`config.mk`:
```
export PLATFORM = sky130hd
export DESIGN_NAME = comparator_debounce_ctrl
export DESIGN_NICKNAME = d
export VERILOG_FILES = /design/src/hdl/cmp_debounce_pkg.sv /design/src/hdl/comparator_debounce_ctrl.sv
export SDC_FILE = /design/constraint.sdc
export NUM_CORES = 1
export LEC_CHECK = 0
export BUFFER_PORTS_ARGS = -buffer_cell sky130_fd_sc_hd__buf_2
export CAP_MARGIN = 20
export CORE_MARGIN = 10
export CORE_UTILIZATION = 46
export CTS_BUF_LIST = sky130_fd_sc_hd__clkbuf_16
export CTS_CLUSTER_DIAMETER = 120
export DETAILED_ROUTE_END_ITERATION = 7
export PLACE_DENSITY = 0.77
export SLEW_MARGIN = 20
export SYNTH_ARGS = -nofsm -noshare
export SYNTH_HDL_FRONTEND = slang
export SYNTH_SLANG_ARGS = --single-unit
export TNS_END_PERCENT = 1
```
`constraint.sdc`:
```
create_clock -name hclk -period 2.6 [get_ports hclk]
set_input_delay 0.13 -clock hclk [delete_from_list [all_inputs] [get_ports hclk]]
set_output_delay 0.13 -clock hclk [all_outputs]
set_load 0.02 [all_outputs]
```
`src/hdl/cmp_debounce_pkg.sv`:
```
// Package with register map, field positions, reset values and timing constants.
package cmp_debounce_pkg;
   // Register byte offsets on the AHB-Lite bus.
   localparam logic [7:0] converter_code_control_off  = 8'h00;
   localparam logic [7:0] amplifier_control_off       = 8'h04;
   localparam logic [7:0] amplifier_gain_off          = 8'h08;
   localparam logic [7:0] comparator_control_off      = 8'h0c;
   localparam logic [7:0] comparator_input_select_off = 8'h10;
   localparam logic [7:0] debounce_control_off        = 8'h14;
   localparam logic [7:0] irq_status_off              = 8'h18;
   localparam logic [7:0] irq_mask_off                = 8'h1c;

   // Field positions.
   localparam int converter_enable_bit  = 7;
   localparam int amplifier_enable_bit  = 6;
   localparam int comp_output_bit       = 7;
   localparam int comparator_enable_bit = 0;
   localparam int edge_flag_bit         = 0;
   localparam int debounced_flag_bit    = 1;

   // Writable bit masks of each register.
   localparam logic [7:0] converter_code_control_mask  = 8'hbf;
   localparam logic [7:0] amplifier_control_mask       = 8'h43;
   localparam logic [7:0] amplifier_gain_mask          = 8'h0f;
   localparam logic [7:0] comparator_control_mask      = 8'h31;
   localparam logic [7:0] comparator_input_select_mask = 8'h33;
   localparam logic [7:0] debounce_control_mask        = 8'h07;
   localparam logic [7:0] irq_mask_mask                = 8'h03;

   // Values after reset.
   localparam logic [7:0] converter_code_control_rst  = 8'h00;
   localparam logic [7:0] amplifier_control_rst       = 8'h40;
   localparam logic [7:0] amplifier_gain_rst          = 8'h0f;
   localparam logic [7:0] comparator_control_rst      = 8'h01;
   localparam logic [7:0] comparator_input_select_rst = 8'h00;
   localparam logic [7:0] debounce_control_rst        = 8'h00;
   localparam logic [7:0] irq_mask_rst                = 8'h00;

   // Converter code full scale divisor.
   localparam int converter_full_scale = 64;

   // Low-speed RC clock divider: system cycles per low-speed tick.
   localparam int lirc_div_default = 8;

   // Input select encodings.
   typedef enum logic [1:0] {neg_pin_two, neg_pin_one, neg_converter} neg_source_t;
   typedef enum logic [1:0] {pos_amplifier, pos_pin_one, pos_pin_two} pos_source_t;
endpackage

```
`src/hdl/comparator_debounce_ctrl.sv`:
```
// Comparator, converter and amplifier control with debounce and AHB-Lite registers.
//
// Behaviour
// - Converter enable bit seven switches converter.
// - Six-bit code drives converter output.
// - Unimplemented bits read zero, ignore writes.
// - Amplifier enable bit six, resets one.
// - Gain field selects sixteen gains, resets 1111.
// - Status bit seven shows comparator output.
// - Two-bit hysteresis field, resets 00.
// - Comparator enable bit zero, resets one.
// - Negative input: pin two, pin one, converter.
// - Positive input: amplifier, pin one, pin two.
// - Debounce field: none, 4 to 128 ticks.
// - Every rising comparator edge raises event.
// - Edge held past debounce time raises event.
// - Edge failing debounce raises no event.
// - Pull-high dropped while pin selected.
// - Events set edge and debounced flags.
//
// Bus timing.
// The slave never stretches a transfer: hreadyout is tied high.
// An address phase is taken at the rising edge where hsel,
// hready and htrans[1] are all high.
// Read data is picked in the address phase and registered.
// It stands for exactly the data phase and is zero otherwise.
// Write data is taken from hwdata at the end of the data phase.
// A read right after a write to the same register sees the old
// value, because the read mux looks at the address phase.
// Software should leave one idle cycle before a readback.
//
// Comparator path.
// The raw level is sampled once, gated by the enable bit.
// A rising edge is seen in the same cycle the sample goes high.
// The edge event pulses one cycle after that.
// The edge flag is set at the same edge as the pulse.
//
// Debounce timing.
// The low-speed tick is a one-cycle pulse every lirc_div cycles.
// Its phase runs free, so a qualified edge waits N to N+1 ticks.
// The count restarts on each edge and is dropped on a fall.
// With a select of zero the rising edge qualifies at once.
//
// Interrupt.
// Each event sets a sticky status bit; a status read clears it.
// An event in the cycle of the clearing read stays set.
// The irq output follows the masked status at the same edge, with no lag.
//
// The analog circuits themselves sit outside this block.
//
// The placing of the registers and the AHB-Lite slave port were chosen for this implementation.
`timescale 1ns/100ps
module comparator_debounce_ctrl #(
   parameter int lirc_div = cmp_debounce_pkg::lirc_div_default
) (
   input  wire logic        hclk,
   input  wire logic        hresetn,
   input  wire logic        hsel,
   input  wire logic [31:0] haddr,
   input  wire logic [1:0]  htrans,
   input  wire logic        hwrite,
   input  wire logic [2:0]  hsize,
   input  wire logic [31:0] hwdata,
   input  wire logic        hready,
   output logic      [31:0] hrdata,
   output logic             hreadyout,
   output logic             hresp,
   input  wire logic        comparator_raw,
   output logic             converter_enable,
   output logic      [5:0]  converter_code,
   output logic      [1:0]  converter_clock_select,
   output logic             amplifier_enable,
   output logic      [3:0]  amplifier_gain_select,
   output logic      [1:0]  hysteresis_select,
   output logic             comparator_enable,
   output logic      [1:0]  negative_input_select,
   output logic      [1:0]  positive_input_select,
   output logic             pin_one_pullup_disable,
   output logic             pin_two_pullup_disable,
   output logic             comparator_edge_event,
   output logic             debounced_edge_event,
   output logic             irq
);

   ////////////////////////////////////////////////////////////////////////////
   // Helper functions.

   // Debounce length in low-speed ticks for a time select code.
   function automatic logic [7:0] debounce_ticks(input logic [2:0] sel);
      logic [7:0] t;
      t = 8'h00;
      if (sel == 3'h0) begin
         t = 8'h00;
      end else if (sel >= 3'h6) begin
         t = 8'h80;
      end else begin
         t = 8'h02 << sel;
      end
      return t;
   endfunction

   ////////////////////////////////////////////////////////////////////////////
   // Register storage.

   logic [7:0] conv_reg;         // Converter code control.
   logic [7:0] amp_reg;          // Amplifier control.
   logic [7:0] gain_reg;         // Amplifier gain.
   logic [7:0] comparator_control_reg;         // Comparator control, writable part.
   logic [7:0] mux_reg;          // Comparator input select.
   logic [7:0] deb_reg;          // Debounce control.
   logic [7:0] status_reg;       // Sticky interrupt flags.
   logic [7:0] mask_reg;         // Interrupt mask.
   logic       dphase_reg;       // A data phase is pending.
   logic       dwrite_reg;       // Pending phase is a write.
   logic [7:0] daddr_reg;        // Pending phase address.
   logic       comp_reg;         // Sampled comparator output.
   logic       comp_prev_reg;    // Comparator output one cycle earlier.
   logic [$clog2(lirc_div+1)-1:0] div_reg; // Low-speed tick divider.
   logic       tick_reg;         // One-cycle low-speed tick.
   logic       deb_busy_reg;     // Debounce count in progress.
   logic [7:0] deb_cnt_reg;      // Elapsed low-speed ticks.
   logic       edge_ev_reg;      // Registered edge event.
   logic       deb_ev_reg;       // Registered debounced event.
   logic       irq_reg;          // Registered interrupt.
   logic [31:0] rdata_reg;       // Registered read data.
   logic       pull_one_reg;     // Pin one pull-high disconnect.
   logic       pull_two_reg;     // Pin two pull-high disconnect.

   ////////////////////////////////////////////////////////////////////////////
   // Bus decode.

   // Address phase is accepted when selected, the bus is ready and htrans[1] is high.
   wire        addr_take = hsel & hready & htrans[1];
   wire        wr_en     = dphase_reg & dwrite_reg;
   wire        rd_take   = addr_take & ~hwrite;
   wire [7:0]  wsel_data = hwdata[7:0];
   wire        wr_conv   = wr_en && (daddr_reg == cmp_debounce_pkg::converter_code_control_off);
   wire        wr_amp    = wr_en && (daddr_reg == cmp_debounce_pkg::amplifier_control_off);
   wire        wr_gain   = wr_en && (daddr_reg == cmp_debounce_pkg::amplifier_gain_off);
   wire        wr_comparator_control   = wr_en && (daddr_reg == cmp_debounce_pkg::comparator_control_off);
   wire        wr_mux    = wr_en && (daddr_reg == cmp_debounce_pkg::comparator_input_select_off);
   wire        wr_deb    = wr_en && (daddr_reg == cmp_debounce_pkg::debounce_control_off);
   wire        wr_mask   = wr_en && (daddr_reg == cmp_debounce_pkg::irq_mask_off);
   wire        rd_status = rd_take && (haddr[7:0] == cmp_debounce_pkg::irq_status_off);

   // Input select after this cycle's write, so the pull-high
   // controls change in the same cycle as the select outputs.
   wire [7:0]  mux_next  = wr_mux ?
      (wsel_data & cmp_debounce_pkg::comparator_input_select_mask) : mux_reg;

   // Comparator control reads with the live output in bit seven.
   wire [7:0]  comparator_control_view = {comp_reg, comparator_control_reg[6:0]};

   // Read mux selected from the address phase; unmapped addresses read zero.
   logic [7:0] rd_mux;
   always_comb begin
      rd_mux = 8'h00;
      if (haddr[7:0] == cmp_debounce_pkg::converter_code_control_off) begin
         rd_mux = conv_reg;
      end else if (haddr[7:0] == cmp_debounce_pkg::amplifier_control_off) begin
         rd_mux = amp_reg;
      end else if (haddr[7:0] == cmp_debounce_pkg::amplifier_gain_off) begin
         rd_mux = gain_reg;
      end else if (haddr[7:0] == cmp_debounce_pkg::comparator_control_off) begin
         rd_mux = comparator_control_view;
      end else if (haddr[7:0] == cmp_debounce_pkg::comparator_input_select_off) begin
         rd_mux = mux_reg;
      end else if (haddr[7:0] == cmp_debounce_pkg::debounce_control_off) begin
         rd_mux = deb_reg;
      end else if (haddr[7:0] == cmp_debounce_pkg::irq_status_off) begin
         rd_mux = status_reg;
      end else if (haddr[7:0] == cmp_debounce_pkg::irq_mask_off) begin
         rd_mux = mask_reg;
      end
   end

   ////////////////////////////////////////////////////////////////////////////
   // Debounce and event logic.

   wire        rise      = comp_reg & ~comp_prev_reg;
   wire [7:0]  deb_len   = debounce_ticks(deb_reg[2:0]);
   // Qualified once the output has stayed high beyond the selected count.
   wire        deb_done  = deb_busy_reg & comp_reg & tick_reg & (deb_cnt_reg >= deb_len);
   // With no debounce the rising edge itself qualifies.
   wire        deb_now   = rise & (deb_len == 8'h00);
   wire        deb_event = deb_done | deb_now;
   wire [7:0]  ev_bits   = {6'h00, deb_event, rise};
   wire [7:0]  clr_bits  = rd_status ? 8'hff : 8'h00;

   ////////////////////////////////////////////////////////////////////////////
   // Processes.

   // Bus data phase tracking; the slave always answers in zero wait states.
   always_ff @(posedge hclk or negedge hresetn) begin
      if (!hresetn) begin
         dphase_reg <= 1'b0;
         dwrite_reg <= 1'b0;
         daddr_reg  <= 8'h00;
         rdata_reg  <= 32'h0000_0000;
      end else begin
         dphase_reg <= addr_take;
         dwrite_reg <= hwrite;
         daddr_reg  <= haddr[7:0];
         rdata_reg  <= rd_take ? {24'h000000, rd_mux} : 32'h0000_0000;
      end
   end

   // Control registers; writes keep only implemented bits.
   always_ff @(posedge hclk or negedge hresetn) begin
      if (!hresetn) begin
         conv_reg <= cmp_debounce_pkg::converter_code_control_rst;
         amp_reg  <= cmp_debounce_pkg::amplifier_control_rst;
         gain_reg <= cmp_debounce_pkg::amplifier_gain_rst;
         comparator_control_reg <= cmp_debounce_pkg::comparator_control_rst;
         mux_reg  <= cmp_debounce_pkg::comparator_input_select_rst;
         deb_reg  <= cmp_debounce_pkg::debounce_control_rst;
         mask_reg <= cmp_debounce_pkg::irq_mask_rst;
      end else begin
         if (wr_conv) conv_reg <= wsel_data & cmp_debounce_pkg::converter_code_control_mask;
         if (wr_amp)  amp_reg  <= wsel_data & cmp_debounce_pkg::amplifier_control_mask;
         if (wr_gain) gain_reg <= wsel_data & cmp_debounce_pkg::amplifier_gain_mask;
         if (wr_comparator_control) comparator_control_reg <= wsel_data & cmp_debounce_pkg::comparator_control_mask;
         if (wr_mux)  mux_reg  <= wsel_data & cmp_debounce_pkg::comparator_input_select_mask;
         if (wr_deb)  deb_reg  <= wsel_data & cmp_debounce_pkg::debounce_control_mask;
         if (wr_mask) mask_reg <= wsel_data & cmp_debounce_pkg::irq_mask_mask;
      end
   end

   // Comparator sampling and low-speed tick divider.
   always_ff @(posedge hclk or negedge hresetn) begin
      if (!hresetn) begin
         comp_reg      <= 1'b0;
         comp_prev_reg <= 1'b0;
         div_reg       <= '0;
         tick_reg      <= 1'b0;
      end else begin
         comp_reg      <= comparator_raw & comparator_control_reg[cmp_debounce_pkg::comparator_enable_bit];
         comp_prev_reg <= comp_reg;
         tick_reg      <= (div_reg == $bits(div_reg)'(lirc_div - 1));
         div_reg       <= (div_reg == $bits(div_reg)'(lirc_div - 1)) ? '0 : div_reg + 1'b1;
      end
   end

   // Debounce counter.
   // A new edge always wins, so a bounce restarts the count.
   // A fall while counting drops the count without an event.
   // Qualifying also ends the count, so one edge gives one event.
   // The count only moves on low-speed ticks.
   // Hazard: changing the time select mid-count takes effect at
   // once, against the new length.
   always_ff @(posedge hclk or negedge hresetn) begin
      if (!hresetn) begin
         deb_busy_reg <= 1'b0;
         deb_cnt_reg  <= 8'h00;
      end else if (rise && deb_len != 8'h00) begin
         deb_busy_reg <= 1'b1;
         deb_cnt_reg  <= 8'h00;
      end else if (!comp_reg || deb_done) begin
         deb_busy_reg <= 1'b0;
         deb_cnt_reg  <= 8'h00;
      end else if (deb_busy_reg && tick_reg) begin
         deb_cnt_reg  <= deb_cnt_reg + 8'h01;
      end
   end

   // pull-high disconnect
   // A pin loses its pull-high while either select field picks it.
   always_ff @(posedge hclk or negedge hresetn) begin
      if (!hresetn) begin
         // Both selects reset to 00; the negative one then picks pin two.
         pull_one_reg <= 1'b0;
         pull_two_reg <= 1'b1;
      end else begin
         pull_one_reg <= (mux_next[5:4] == 2'h1) | (mux_next[1:0] == 2'h1);
         pull_two_reg <= (mux_next[5:4] == 2'h0) | mux_next[1];
      end
   end

   // Sticky flags: set wins over clear-on-read; registered events and interrupt.
   // The whole status word clears on a read of its address.
   // The interrupt uses the next status value, so it lags the
   // flag by nothing and the event by one cycle.
   always_ff @(posedge hclk or negedge hresetn) begin
      if (!hresetn) begin
         status_reg  <= 8'h00;
         edge_ev_reg <= 1'b0;
         deb_ev_reg  <= 1'b0;
         irq_reg     <= 1'b0;
      end else begin
         status_reg  <= (status_reg & ~clr_bits) | ev_bits;
         edge_ev_reg <= rise;
         deb_ev_reg  <= deb_event;
         irq_reg     <= |(((status_reg & ~clr_bits) | ev_bits) & mask_reg);
      end
   end

   ////////////////////////////////////////////////////////////////////////////
   // Outputs, all straight from registers or tied constants.

   assign hrdata    = rdata_reg;
   assign hreadyout = 1'b1;
   assign hresp     = 1'b0;

   assign converter_enable       = conv_reg[cmp_debounce_pkg::converter_enable_bit];

   assign converter_code         = conv_reg[5:0];

   // clock select passed on
   // Only 00 is meaningful; other codes are passed on unchecked.
   assign converter_clock_select = amp_reg[1:0];

   assign amplifier_enable       = amp_reg[cmp_debounce_pkg::amplifier_enable_bit];

   assign amplifier_gain_select  = gain_reg[3:0];

   assign hysteresis_select      = comparator_control_reg[5:4];

   assign comparator_enable      = comparator_control_reg[cmp_debounce_pkg::comparator_enable_bit];

   assign negative_input_select  = mux_reg[5:4];

   assign positive_input_select  = mux_reg[1:0];

   // pull-high disconnect from its own flip-flops
   assign pin_one_pullup_disable = pull_one_reg;
   assign pin_two_pullup_disable = pull_two_reg;

   // Event pulses and interrupt.
   assign comparator_edge_event  = edge_ev_reg;
   assign debounced_edge_event   = deb_ev_reg;
   assign irq                    = irq_reg;

endmodule

```
==> impl_metrics.tcl <==
set metrics [dict create \
    min_period_over_period_pct 89.8 \
    fin_crit_ns 2.33 \
    nFillCells 651 \
    crit_fanout 5 \
    cts_tree "built" \
    clock_latency_ns 0.33 \
    hold_path.class "in2reg" \
    maxCapViolCount 0 \
    nets 478 \
    antenna_left 0 \
    wire_per_inst_um 16.5 \
    grt_max_degree 39 \
    ir_worst_vdd_v 0.000379 \
    syn_avg_cell_area_sq_um 10.9 \
    cts_buffers 9 \
    drtIter0Drc 128 \
    dp.cells 478 \
    synthesis.area_sq_mm 0.00356 \
    coreArea_sq_mm 0.00761 \
    final_cells 501 \
    io_pins 135 \
    tns_ns 0 \
    gp_congestion 0.882 \
    leakagePower_nw 2.04 \
    ys_warn_count 0 \
    synth_top_cell_area_share_pct 46.4 \
    status "completed" \
    synth_top_area_cell "dfrtp_1" \
    crit_slowest_cell "or3b_2" \
    worst_pin_slew_ns 0.833 \
    clock_path_buffers 2 \
    timing.slew.headroom_pct 44.4 \
    netlist_instances 325 \
    cpMostUsedCell "a21oi_1" \
    synthTopCellsByCount "dfrtp_1, nand2_1, buf_4" \
    cp.arrival_ns 2.59 \
    die-width_um 108 \
    ys_async_sr_fraction_pct 100 \
    setup_viol 0 \
    required_ns 2.85 \
    drc 0 \
    cp_cell_sequence "or3b_2 > ha_1 > o211ai_1 > a21oi_1 > buf_4 > nor3_1 > nand3_1 > a21oi_1" \
    hpwl_mm 6.07 \
    grt_usage_pct 14.8 \
    routed_via_density 5.21 \
    htreeDepth 3 \
    ys_seq_area_share_pct 51.6 \
    power_density_mw_per_mm2 633 \
    die_h_um 108 \
    start_kind "register" \
    cpPeakStageDelay_ns 0.47 \
    antenna_cells 0 \
    netlist-cell-type-count 50 \
    ys_ff_latch 73 \
    first_pass_iters 4 \
    timing_hold_violations_final 0 \
    slew_violations 0 \
    setup_slack_ns 0.266 \
    seq_area_sq_mm 0.00184 \
    area_growth_pct 20.1 \
    wirelength_mm 8.28 \
    worstSetupPathType "reg2reg" \
    drive_gt1_share_pct 30.3 \
    clockRootBuffer "clkbuf_16" \
    clock_sinks 73 \
    clock_skew_ns 0.00501 \
    multiInputGateArea_sq_mm 0.00155 \
    fmax_ghz 0.429 \
    synthFlopType "dfrtp_1" \
    grt.overflow.total 0 \
    synth_edf_count 0 \
    start_util_pct 46.7 \
    grt_pass1_vias 2695 \
    synth.top_cells.by_area "dfrtp_1, mux2_2, buf_4" \
    rsz0062_at_grt "no" \
    ctsHoldBuffers 7 \
    end_kind "register" \
    antenna_found_initial 0 \
    finalPower_mw 2.70 \
    clkSlewWorstSetupHoldPaths_ns 0.06 \
    vias 2609 \
    die_area_sq_mm 0.0116 \
    row_count 32 \
    yosysMostFrequentCell "dfrtp_1" \
    cts_resized 0 \
    io_buffer_count 56 \
    post-place-ws_ns 0.232 \
    cts_setup_buffers 0 \
    grt_pass1_wl_mm 13.6 \
    post-route-util_pct 56.1 \
]
report_power, final:
| group | switching (mW) | internal [mW] |
|---|---|---|
| Combinational | 0.138 | 0.0694 |
| Clock | 0.476 | 0.839 |
| Sequential | 0.0173 | 1.16 |
cell usage in the layout, fill, tap and decap left out, drive strengths merged, types with 2 or more instances in the layout:
master,n
dlygate4sd3,7
o2bb2ai,2
nor2,25
nand3,16
o21ai,4
conb,26
or2,3
buf,62
nor3b,2
nand3b,6
mux2i,8
a21oi,12
nor2b,5
dfrtp,66
or4,2
o22ai,3
dfstp,7
ha,9
inv,9
a22o,2
nor3,11
clkinv,3
a31oi,4
a21o,2
o311a,2
bufinv,2
and2,9
clkbuf,9
mux2,27
and3,3
nand2b,2
nand2,28
or3,4
a22oi,3
per-stage QoR:
stage | cell area [sq um] | hold slack, ns
final | 4270 | 0.0171
after global routing | 4270 | 0.0267
after CTS | 4270 | 0.00457
after floorplan | 3650 | -0.166
after global placement | 3880 | 0.250
after detailed placement | 3880 | 0.253
per-layer routing:
metal	part of all wire, %	vias up	global-route usage (%)
met5	0	-	0
met4	2.1	0	7.44
met3	6.0	14	3.29
met2	48	99	23.3
met1	44	1269	18.7
li1	-	1227	-
cell families after synthesis:
logic type / count (synthesis) / share of synthesized area (%)
simple gates: 119 / 18.2
flops: 73 / 51.6
compound gates: 43 / 8.16
buf+inv: 43 / 7.32
mux: 35 / 11.1
fa+ha+maj: 9 / 3.17
other cells: 2 / 0.211
xor+xnor: 1 / 0.246
final cells by class:
type                       instances  share of cell area (%)
sequential                        73                    43.0
multi-input combinational        233                    36.3
timing repair buffer              69                    9.55
clock buffer                       9                    5.27
tap                              102                    2.99
clock inverter                     7                    2.20
inverter                           8                   0.703
worst paths after layout:
| path | start | to | slack (ns) | depth (start not counted) |
|---|---|---|---|---|
| min in group asynchronous | hresetn | pin_one_pullup_disable | 0.44 | 2 |
| worst max-delay path | deb_reg[2] | deb_cnt_reg[6] | 0.27 | 8 |
| worst min register to register | comp_prev_reg | comparator_edge_event | 0.46 | 1 |
| worst max register to register | deb_reg[2] | deb_cnt_reg[6] | 0.27 | 8 |
| max in group asynchronous | hresetn | gain_reg[2] | 1.42 | 3 |
| worst min-delay path | comparator_raw | comp_reg | 0.02 | 2 |
worst max-delay path: cells and delay by family (launching register included):
family                   cells  cell delay (ns)
AO/OA/AOI/OAI                3             0.43
flip-flops                   1             0.38
adder cells (fa/ha/maj)      1             0.28
AND/OR/NAND/NOR              3             1.02
buffers and inverters        1             0.16
Note: power is estimated with default switching activity, not from simulation.
